## src/adc_scan_pkg.sv

```systemverilog
// constants for the scanned converter control block
// assumes one 40 MHz clock and a plain strobe register port
package adc_scan_pkg;
    // -------------------------------------------------------------
    // register offsets
    // -------------------------------------------------------------
    localparam logic [3:0] OFF_CTRL = 4'h0;
    localparam logic [3:0] OFF_DAC = 4'h4;
    localparam logic [3:0] OFF_ACTION = 4'h8;
    localparam logic [3:0] OFF_STATUS = 4'hC;
    // -------------------------------------------------------------
    // control field positions
    // -------------------------------------------------------------
    localparam int CTL_GROUND = 0;
    localparam int CTL_HOLD = 1;
    localparam int CTL_NEGATIVE_INPUT_SELECT_LO = 2;
    localparam int CTL_NEGATIVE_INPUT_SELECT_HI = 4;
    localparam int CTL_PASS = 5;
    localparam int CTL_LATCH_PRECHARGE_N_N = 6;
    localparam int CTL_SUPPLY = 7;
    localparam int CTL_POWER = 8;
    localparam int CTL_GAINCLK = 9;
    localparam int CTL_CHSEL_LO = 10;
    localparam int CTL_CHSEL_HI = 17;
    localparam int CTL_WIDTH = 18;
    // action bits and status bits
    localparam int ACT_UPDATE = 0;
    localparam int ACT_CAPTURE = 1;
    localparam int ST_COMP = 0;
    localparam int ST_READY = 1;
    localparam int ST_BUSY = 2;
    localparam int ST_HOLD_ERR = 3;
    localparam int ST_DAC_ERR = 4;
    localparam int ST_CONTENTION = 5;
    // -------------------------------------------------------------
    // idle (reset) values
    // -------------------------------------------------------------
    localparam logic [17:0] CTRL_IDLE = 18'h00462;
    localparam logic [9:0] DAC_IDLE = 10'h200;
    localparam logic [9:0] DAC_MID = 10'h200;
    // -------------------------------------------------------------
    // timing
    // -------------------------------------------------------------
    localparam int CLK_PERIOD_PS = 25000;
    localparam int CMP_TIME_NS = 100;
    localparam int CMP_CYCLES = (CMP_TIME_NS * 1000 + CLK_PERIOD_PS - 1) / CLK_PERIOD_PS;
    localparam int DUMMY_COMPARES = 10;
endpackage : adc_scan_pkg

```

## src/adc_scan_control.sv

```systemverilog
// scanned control and observe signals of the converter front end
// assumes a boundary-scan register drives update/capture pulses
// Operation
// - ground input ties comparator negative to ground
// - hold low tracks, high freezes; idle 1
// - three-bit negative input selector, idle zero
// - pass gate control enables bypass; idle 1
// - precharge while low-active control is 0
// - supply reference select; idle 0
// - dummy conversion of ten compares on power-on
// - power-on control powers converter; idle 0
//
// Design decisions made here: the plain strobed port and the register offsets.
`timescale 1ns/1ps
`default_nettype none
module adc_scan_control #(
    parameter int CMP_CYCLES = adc_scan_pkg::CMP_CYCLES,
    parameter int COMPARES = adc_scan_pkg::DUMMY_COMPARES
) (
    // clock and reset
    input wire logic ref_clk,
    input wire logic rst,
    // register port
    input wire logic [3:0] regAddr,
    input wire logic [31:0] regWrData,
    input wire logic regWrite,
    input wire logic regRead,
    output logic [31:0] regRdData_q,
    // boundary-scan strobes
    input wire logic scanUpdate,
    input wire logic scanCapture,
    // analog core
    input wire logic comparatorOut,
    output logic neg_input_ground_en_q,
    output logic holdCtl_q,
    output logic [2:0] negative_input_select_q,
    output logic gain_pass_gate_en_q,
    output logic latch_precharge_n_q,
    output logic supply_reference_select_q,
    output logic converter_power_on_q,
    output logic gainClk_q,
    output logic [7:0] channel_select_q,
    output logic [9:0] dacCode_q
);
    // -------------------------------------------------------------
    // decode
    // -------------------------------------------------------------
    logic [17:0] ctrlShadow_q;
    logic [9:0] dacShadow_q;
    logic compObs_q;
    logic holdErr_q;
    logic dacErr_q;
    logic convBusy;
    logic convDone;
    logic convReady_q;
    wire wrCtrl = regWrite && regAddr == adc_scan_pkg::OFF_CTRL;
    wire wrDac = regWrite && regAddr == adc_scan_pkg::OFF_DAC;
    wire wrAct = regWrite && regAddr == adc_scan_pkg::OFF_ACTION;
    wire wrStat = regWrite && regAddr == adc_scan_pkg::OFF_STATUS;
    wire updateFire = scanUpdate || (wrAct && regWrData[adc_scan_pkg::ACT_UPDATE]);
    wire captureFire = scanCapture || (wrAct && regWrData[adc_scan_pkg::ACT_CAPTURE]);
    wire newHold = ctrlShadow_q[adc_scan_pkg::CTL_HOLD];
    wire newPower = ctrlShadow_q[adc_scan_pkg::CTL_POWER];
    // gain stages count as in use while the bypass gate is off and the new gain clock bit is 0
    wire holdBadEdge = updateFire && newHold && !holdCtl_q && !gain_pass_gate_en_q
        && !ctrlShadow_q[adc_scan_pkg::CTL_GAINCLK];
    wire dacOffMid = !holdCtl_q && dacCode_q != adc_scan_pkg::DAC_MID;
    // contention only reported, the analog side cannot be protected here
    wire contention = neg_input_ground_en_q && (negative_input_select_q != 3'h0);
    wire powerRise = updateFire && newPower && !converter_power_on_q;
    wire [31:0] statusWord = {26'h0, contention, dacErr_q, holdErr_q, convBusy,
        convReady_q, compObs_q};
    wire [31:0] rdMux = regAddr == adc_scan_pkg::OFF_CTRL ? {14'h0, ctrlShadow_q} :
        regAddr == adc_scan_pkg::OFF_DAC ? {22'h0, dacShadow_q} :
        regAddr == adc_scan_pkg::OFF_STATUS ? statusWord : 32'h0;

    // -------------------------------------------------------------
    // shadow registers and read port
    // -------------------------------------------------------------
    always_ff @(posedge ref_clk or posedge rst) begin
        if (rst) begin
            ctrlShadow_q <= adc_scan_pkg::CTRL_IDLE;
            dacShadow_q <= adc_scan_pkg::DAC_IDLE;
            regRdData_q <= 32'h0;
        end else begin
            if (wrCtrl) ctrlShadow_q <= regWrData[17:0];
            if (wrDac) dacShadow_q <= regWrData[9:0];
            regRdData_q <= regRead ? rdMux : 32'h0;
        end
    end

    // -------------------------------------------------------------
    // update stage: analog controls move only here
    // -------------------------------------------------------------
    always_ff @(posedge ref_clk or posedge rst) begin
        if (rst) begin
            neg_input_ground_en_q <= 1'b0;
            holdCtl_q <= 1'b1;
            negative_input_select_q <= 3'h0;
            gain_pass_gate_en_q <= 1'b1;
            latch_precharge_n_q <= 1'b1;
            supply_reference_select_q <= 1'b0;
            converter_power_on_q <= 1'b0;
            gainClk_q <= 1'b0;
            channel_select_q <= 8'h01;
            dacCode_q <= adc_scan_pkg::DAC_IDLE;
        end else if (updateFire) begin
            neg_input_ground_en_q <= ctrlShadow_q[adc_scan_pkg::CTL_GROUND];
            holdCtl_q <= newHold;
            negative_input_select_q <= ctrlShadow_q[adc_scan_pkg::CTL_NEGATIVE_INPUT_SELECT_HI:
                adc_scan_pkg::CTL_NEGATIVE_INPUT_SELECT_LO];
            gain_pass_gate_en_q <= ctrlShadow_q[adc_scan_pkg::CTL_PASS];
            latch_precharge_n_q <= ctrlShadow_q[adc_scan_pkg::CTL_LATCH_PRECHARGE_N_N];
            supply_reference_select_q <= ctrlShadow_q[adc_scan_pkg::CTL_SUPPLY];
            converter_power_on_q <= newPower;
            gainClk_q <= ctrlShadow_q[adc_scan_pkg::CTL_GAINCLK];
            channel_select_q <= ctrlShadow_q[adc_scan_pkg::CTL_CHSEL_HI:
                adc_scan_pkg::CTL_CHSEL_LO];
            dacCode_q <= dacShadow_q;
        end
    end

    // -------------------------------------------------------------
    // observe stage and status flags (set wins over clear)
    // -------------------------------------------------------------
    always_ff @(posedge ref_clk or posedge rst) begin
        if (rst) begin
            compObs_q <= 1'b0;
            holdErr_q <= 1'b0;
            dacErr_q <= 1'b0;
            convReady_q <= 1'b0;
        end else begin
            if (captureFire) compObs_q <= comparatorOut;
            holdErr_q <= holdBadEdge || (holdErr_q && !(wrStat &&
                regWrData[adc_scan_pkg::ST_HOLD_ERR]));
            dacErr_q <= dacOffMid || (dacErr_q && !(wrStat &&
                regWrData[adc_scan_pkg::ST_DAC_ERR]));
            // results count only after the dummy run completes
            convReady_q <= converter_power_on_q && (convDone || (convReady_q && !powerRise));
        end
    end

    // -------------------------------------------------------------
    // dummy conversion
    // -------------------------------------------------------------
    dummy_conv_seq #(
        .CYCLES(CMP_CYCLES),
        .COMPARES(COMPARES)
    ) dummyRun (
        .ref_clk(ref_clk),
        .rst(rst),
        .start(powerRise),
        .abort(updateFire && !newPower),
        .busy_q(convBusy),
        .done_q(convDone)
    );

    // -------------------------------------------------------------
    // checks
    // -------------------------------------------------------------
    localparam int RUN_MAX = 600;
endmodule : adc_scan_control
`default_nettype wire

```

## src/dummy_conv_seq.sv

```systemverilog
// sequencer for the dummy conversion run after power-on
// assumes start and abort are synchronous one-cycle or level inputs
`timescale 1ns/1ps
`default_nettype none
module dummy_conv_seq #(
    parameter int CYCLES = adc_scan_pkg::CMP_CYCLES,
    parameter int COMPARES = adc_scan_pkg::DUMMY_COMPARES
) (
    // clock and reset
    input wire logic ref_clk,
    input wire logic rst,
    // control
    input wire logic start,
    input wire logic abort,
    // state
    output logic busy_q,
    output logic done_q
);
    logic [7:0] divCnt_q;
    logic [4:0] cmpCnt_q;
    wire tick = busy_q && (divCnt_q == 8'(CYCLES - 1));
    wire lastCmp = tick && (cmpCnt_q == 5'(COMPARES - 1));

    always_ff @(posedge ref_clk or posedge rst) begin
        if (rst) begin
            busy_q <= 1'b0;
            done_q <= 1'b0;
            divCnt_q <= 8'h00;
            cmpCnt_q <= 5'h00;
        end else begin
            done_q <= lastCmp && !abort;
            divCnt_q <= (tick || !busy_q) ? 8'h00 : divCnt_q + 8'h01;
            cmpCnt_q <= !busy_q ? 5'h00 : (tick ? cmpCnt_q + 5'h01 : cmpCnt_q);
            busy_q <= !abort && (start || (busy_q && !lastCmp));
        end
    end
endmodule : dummy_conv_seq
`default_nettype wire

```

## config.mk

```make
export PLATFORM = sky130hd
export DESIGN_NAME = adc_scan_control
export DESIGN_NICKNAME = d
export VERILOG_FILES = /design/src/adc_scan_pkg.sv /design/src/adc_scan_control.sv /design/src/dummy_conv_seq.sv
export SDC_FILE = /design/constraint.sdc
export NUM_CORES = 1
export LEC_CHECK = 0
export BUFFER_PORTS_ARGS = -buffer_cell sky130_fd_sc_hd__buf_2
export CAP_MARGIN = 15
export CELL_PAD_IN_SITES_DETAIL_PLACEMENT = 0
export CELL_PAD_IN_SITES_GLOBAL_PLACEMENT = 2
export CORE_AREA = 2 2 107 109
export CTS_CLUSTER_SIZE = 12
export DETAILED_ROUTE_END_ITERATION = 16
export DIE_AREA = 0 0 109 111
export GPL_TIMING_DRIVEN = 1
export HOLD_SLACK_MARGIN = 0.05
export PLACE_DENSITY_LB_ADDON = 0.1
export SYNTH_ARGS = -nofsm -noshare
export SYNTH_HDL_FRONTEND = slang
export SYNTH_HIERARCHICAL = 1
export SYNTH_SLANG_ARGS = --single-unit
export TNS_END_PERCENT = 100
```

## constraint.sdc

```tcl
create_clock -name ref_clk -period 3.9 [get_ports ref_clk]
set_clock_uncertainty 0.2 [all_clocks]
set_input_delay 0.39 -clock ref_clk [delete_from_list [all_inputs] [get_ports ref_clk]]
set_output_delay 0.39 -clock ref_clk [all_outputs]
set_load 0.02 [all_outputs]
```

==> out/metrics.cfg, run 1 <==
[floorplan]
die-height_um=111
core_area_um2=11100
num_rows=39
initial_core_util_pct=36.8
fp.dieW_um=109
ioPinCount=103
fp.dieArea_um2=12100

[timing]
drv_slew=0
worst_slack_ns=1.46
tightest_slew_ns=0.836
holdWs_ns=0.0827
min_period_over_period_pct=62.5
relSlewSlack_pct=43.7
hold_viol_final=0
layout_min_cycle_time_ns=2.44
finalSetupTns_ns=0
fmax_mhz=411
setup_viol=0
rsz0062_at_grt=no

[clocking]
cts-resized-gates=0
htree_levels=3
cts-root-buf=clkbuf_16
postCtsSetupRepairBufs=0
cts_buffer_depth=2
cts_buffers=9
clock_latency_ns=0.34
clkSinkCount=93
path_clk_slew_ns=0.07
cts_tree=built

[power_and_ir_drop]
peakVddDrop_mv=0.243
p_leak_nw=2.39
powerDensity_nw_per_um2=591

[routing]
avgViaCountPerCell=4.79
ant_nets=0
finalWirelength_mm=8.49
drcViolationCount=0
num_vias=2441
firstDrtPassIters=4
drt_iter0_markers=89
wire_per_inst_um=16.6

[final_layout]
diodes=0
postLayoutCoreUtil_pct=44.0
fin_cells=510
final_common_cell=dfrtp_1
layout_common_cells=dfrtp_1, buf_2, mux2_4, mux2_2, conb_1
drive_gt1_share_pct=45.5
nets=408
fillers=1046
area_growth_pct=19.5

[yosys]
yosysTopAreaCell=dfrtp_1
ys.warnings.count=6
async_flop_share_pct=100
synth_top_cell_area_share_pct=51.0
syn_area_per_cell_um2=14.3
yosysUniqueCellTypes=45
yosys_register_bits=93
synthAdderAreaFrac_pct=0.921
synthXorXnorAreaFrac_pct=0.645
seq_area_frac_synth_pct=57.4
synth_compound_area_share_pct=5.65
synth_mux_area_share_pct=21.4
synth-simple-area-share_pct=8.57
synth_top_family_by_area=multiplexers
synth_flop_cell=dfrtp_1
syn_inst=285
netlist_top_cells_area=dfrtp_1, mux2_4, dfstp_2, mux2_2, buf_4
netlist_area_um2=4080
synth-edff-count=0

[global_routing]
first_global_vias=2507
grt_first_pass_wirelength_mm=13.8
grt_max_degree=50
antenna_found_initial=0
overflow=0
gr-usage-all-layers_pct=15.3

[placement]
pre_cts_ws_ns=1.44
dp_hpwl_mm=5.85
placed_cells=493
io_buffers=74
gp_congestion=0.709

[run]
maxCapViolCount=0

[min_path]
min_path_type=in2reg

[critical_path]
worst-setup-path-type=reg2reg
path_cells=ha_1, or3b_2, o21ai_0, nor2_1
critical_path.max_fanout=12
slowest_delay_ns=0.71
setup.worst_path.start_class=flip-flop
cp_slowest_cell=o21ai_0
cp.arrival_ns=2.42
crit_required_ns=3.89
endpoint_kind=flip-flop

[run_status]
outcome=completed

==> metrics by stage <==
stage                     area, um^2  power [mW]
after floorplan                 4120        1.69
final                           4870        2.88
after CTS                       4870        2.92
after global placement          4500        1.86
after detailed placement        4500        1.87
after global routing            4870        3.03
==> metal layers <==
metal,track usage [%],vias to the layer above,routed length (um)
met4,4.79,0,110
met3,3.88,9,353
met1,21.5,1239,4100
met2,23.0,51,3920
li1,-,1142,-
met5,0,-,0
==> worst max-delay path: cells and delay by family, from the launching register on <==
family	cells	cell delay, ns
adders and majority gates	1	0.26
and+or+nand+nor	2	0.71
AOI/OAI and AO/OA	1	0.71
DFF	1	0.41
==> cell usage after synthesis (2+ instances only) <==
cell	count
or3_1	5
buf_2	3
o31ai_1	2
nand4_1	3
dfrtp_1	83
ha_1	3
mux2_4	37
xor2_1	2
o2bb2ai_1	8
o311ai_0	2
nor2_1	12
dfstp_2	10
nor4_1	2
mux2_2	20
mux2i_1	9
buf_4	15
inv_1	8
nand2b_1	3
o21ai_0	6
o41ai_1	2
nand3_1	8
nor3b_1	2
and2_1	8
a21oi_1	7
buf_6	5
==> registers in the layout, indices dropped and copies added, names as in the netlist, 3 cells and up <==
name / flops
dummyRun/cmpCnt_q: 5
dummyRun/divCnt_q: 8
negative_input_select_q: 3
dacCode_q: 10
ctrlShadow_q: 18
channel_select_q: 8
dacShadow_q: 10
regRdData_q: 18
==> logic make-up after synthesis <==
| group | after synthesis |
|---|---|
| compound gates | 31 |
| xor+xnor | 3 |
| fa+ha+maj | 3 |
| buf+inv | 32 |
| flops | 93 |
| mux | 66 |
| other cells | 1 |
| simple gates | 56 |
==> final timing paths <==
kind	startpoint	endpoint	slack, ns	depth (start not counted)
max reg2reg	dummyRun/divCnt_q[0]	dummyRun/divCnt_q[2]	1.46	4
min in group asynchronous	rst	dummyRun/divCnt_q[0]	0.49	3
max in group asynchronous	rst	gain_pass_gate_en_q	2.03	4
max	dummyRun/divCnt_q[0]	dummyRun/divCnt_q[2]	1.46	4
min reg2reg	dummyRun/done_q	convReady_q	0.25	1
min	regWrData[12]	ctrlShadow_q[12]	0.08	2
==> final cells by class <==
class / instances / area (um^2) / share of cell area (%)
multi-input combinational: 173 / 1570 / 32.2
clock inverter: 5 / 106 / 2.18
timing repair buffer: 77 / 395 / 8.12
sequential: 93 / 2340 / 48.0
clock buffer: 11 / 253 / 5.19
inverter: 8 / 31.3 / 0.642
tap: 143 / 179 / 3.67
==> report_power, final <==
group,switching (mW),leakage (nW),total (mW),internal [mW]
logic,0.279,1.05,0.556,0.277
clock network,0.374,0.172,1.04,0.663
registers,0.134,1.17,1.29,1.15
total,0.787,2.39,2.88,2.09
==> what timing repair did <==
item                       CTS  global route
hold endpoints to repair    56             0
setup endpoints to repair    0             0
hold buffers                 1             0
Power figures use the tool's default switching activity.
==> run 2: changes to the inputs <==
CORE_AREA = 2 2 116 118   (was 2 2 107 109)
DIE_AREA = 0 0 118 120   (was 0 0 109 111)
clock period = 2.1 ns   (was 3.9 ns; I/O delays follow)
==> run 2 against run 1 <==
  * Register-to-register slack worse by 1.4 ns
  * Non-clock buffer count is 33 higher
  * Total power is 74% higher
  * Worst setup slack worse by 1.4 ns
==> out/metrics.cfg, run 2 (synthesis results as in run 1) <==
[routing]
wire_per_inst_um=16.3  ; was 16.6 um
drcViolationCount=0  ; unchanged
firstDrtPassIters=6  ; was 4
drt_iter0_markers=226  ; was 89
finalWirelength_mm=9.39  ; was 8.49 mm
num_vias=2542  ; was 2,441
avgViaCountPerCell=4.41  ; was 4.79
ant_nets=0  ; unchanged

[clocking]
cts-root-buf=clkbuf_16  ; unchanged
cts_tree=built  ; unchanged
cts_buffers=9  ; unchanged
cts_buffer_depth=2  ; unchanged
clock_latency_ns=0.35  ; was 0.34 ns
clkSinkCount=93  ; unchanged
postCtsSetupRepairBufs=0  ; unchanged
path_clk_slew_ns=0.06  ; was 0.07 ns
htree_levels=3  ; unchanged

[timing]
relSlewSlack_pct=56.6  ; was 43.7%
setup_viol=0  ; unchanged
tightest_slew_ns=0.649  ; was 0.836 ns
layout_min_cycle_time_ns=1.99  ; was 2.44 ns
rsz0062_at_grt=no  ; unchanged
fmax_mhz=503  ; was 411 MHz
finalSetupTns_ns=0  ; unchanged
hold_viol_final=0  ; unchanged
min_period_over_period_pct=94.6  ; was 62.5%
drv_slew=0  ; unchanged

[final_layout]
fillers=1248  ; was 1,046
largestRegisters=ctrlShadow_q x18, regRdData_q x18  ; unchanged
final_area_um2=5170  ; was 4870 um^2
drive_gt1_share_pct=44.0  ; was 45.5%
layout_common_cells=dfrtp_1, buf_2, mux2_4, dlygate4sd3_1, mux2_2  ; was dfrtp_1, buf_2, mux2_4, mux2_2, conb_1
area_growth_pct=26.9  ; was 19.5%
multi_input_area_um2=1570  ; about the same
diodes=0  ; unchanged
postLayoutCoreUtil_pct=39.8  ; was 44.0%
nets=441  ; was 408
final_common_cell=dfrtp_1  ; unchanged
register_area_um2=2340  ; unchanged

[power_and_ir_drop]
p_total_mw=5.02  ; was 2.88 mW
switching_share_pct=29.3  ; was 27.3%
p_int_mw=3.55  ; was 2.09 mW
seqPwrFrac_pct=47.6  ; was 44.7%
clockPowerShare_pct=30.2  ; was 36.0%
p_switching_mw=1.47  ; was 787 uW
peakVddDrop_mv=0.311  ; was 0.243 mV
powerDensity_nw_per_um2=971  ; was 591 nW/um^2
p_leak_nw=2.51  ; was 2.39 nW
p_comb_share_pct=22.3  ; was 19.3%

[floorplan]
ioPinCount=103  ; unchanged
die-height_um=120  ; was 111 um
initial_core_util_pct=31.4  ; was 36.8%
fp.dieArea_um2=14200  ; was 12,100 um^2
num_rows=42  ; was 39
core_area_um2=13000  ; was 11,100 um^2
fp.dieW_um=118  ; was 109 um

[placement]
dp_hpwl_mm=6.40  ; was 5.85 mm
gp_congestion=0.735  ; was 0.709
io_buffers=74  ; unchanged
dpl_cell_area_um2=4690  ; was 4500 um^2

[min_path]
worstHoldStart=scanUpdate  ; was regWrData[12]
min_path_type=in2reg  ; unchanged

[run]
maxCapViolCount=0  ; unchanged

[global_routing]
gr-usage-all-layers_pct=14.1  ; was 15.3%
grt_max_degree=32  ; was 50
antenna_found_initial=0  ; unchanged
first_global_vias=2622  ; was 2,507
overflow=0  ; unchanged
grt_first_pass_wirelength_mm=15.1  ; was 13.8 mm

[critical_path]
setup.worst_path.start_class=flip-flop  ; unchanged
crit_start=dummyRun/divCnt_q[5]  ; was dummyRun/divCnt_q[0]
endpoint_kind=flip-flop  ; unchanged
worst-setup-path-type=reg2reg  ; unchanged
reg2reg_from=dummyRun/divCnt_q[5]  ; was dummyRun/divCnt_q[0]
critical_path.max_fanout=12  ; unchanged
cp.arrival_ns=2.06  ; was 2.42 ns
crit_required_ns=2.17  ; was 3.89 ns

[run_status]
outcome=completed  ; unchanged

-- run 2: changes by cell type in the layout (fill, tap and decap cells not counted), sizes merged --
cell	previous run	this run
bufinv	3	0
dlygate4sd3	1	21
buf	76	89
clkbuf	11	14
-- run 2: timing repair --
| action | in CTS | in global routing |
|---|---|---|
| gates resized for setup | 0 | 1 |
| hold buffers | 21 | 0 |
| hold endpoints to repair | 68 | 0 |
| setup endpoints to repair | 0 | 3 |
-- run 2: final timing paths --
check	to	slack, ns	cells after the start
setup / recovery	dummyRun/cmpCnt_q[3]	0.11	3
hold / removal	dacCode_q[0]	0.09	3
setup reg to reg	dummyRun/cmpCnt_q[3]	0.11	3
hold reg to reg	convReady_q	0.25	1
max in group asynchronous	channel_select_q[0]	0.76	4
min in group asynchronous	dacShadow_q[8]	0.31	3
-- run 2: stage by stage --
stage	setup slack (ns)	cells	hold WS (ns)
after floorplan	0.109	298	-0.0885
after global placement	0.0642	539	0.141
after detailed placement	0.0329	539	0.142
after CTS	0.00964	576	0.0834
after global routing	0.0559	576	0.0914
final	0.113	576	0.0901
-- run 2: worst max-delay path, stage by stage, from the launching register on --
cell	delay (ns)
dfrtp_1	0.40
or4_4	0.62
or4_1	0.53
a21oi_1	0.15
-- run 2: final cells by class --
class / instances / area share (%)
clock buffers: 14 / 4.91
clock inverters: 2 / 0.194
inverters: 8 / 0.653
multi-input cells: 173 / 30.3
flip-flops and latches: 93 / 45.3
well taps: 176 / 4.26
repair buffers: 110 / 14.4
-- run 2: metal layers --
layer,track usage (%),vias up,routed length (um)
met1,20.2,1259,4680
met3,2.90,12,395
li1,-,1207,-
met4,6.10,0,172
met2,20.6,64,4140
met5,0,-,0
-- run 2: power groups by stage --
stage               combinational (mW)  sequential, mW  clock, mW
floorplan                        0.577            2.56          0
global placement                  1.10            2.42          0
detailed placement                1.10            2.43          0
CTS                               1.14            2.39       1.56
global route                      1.21            2.44       1.65
finish                            1.12            2.39       1.52
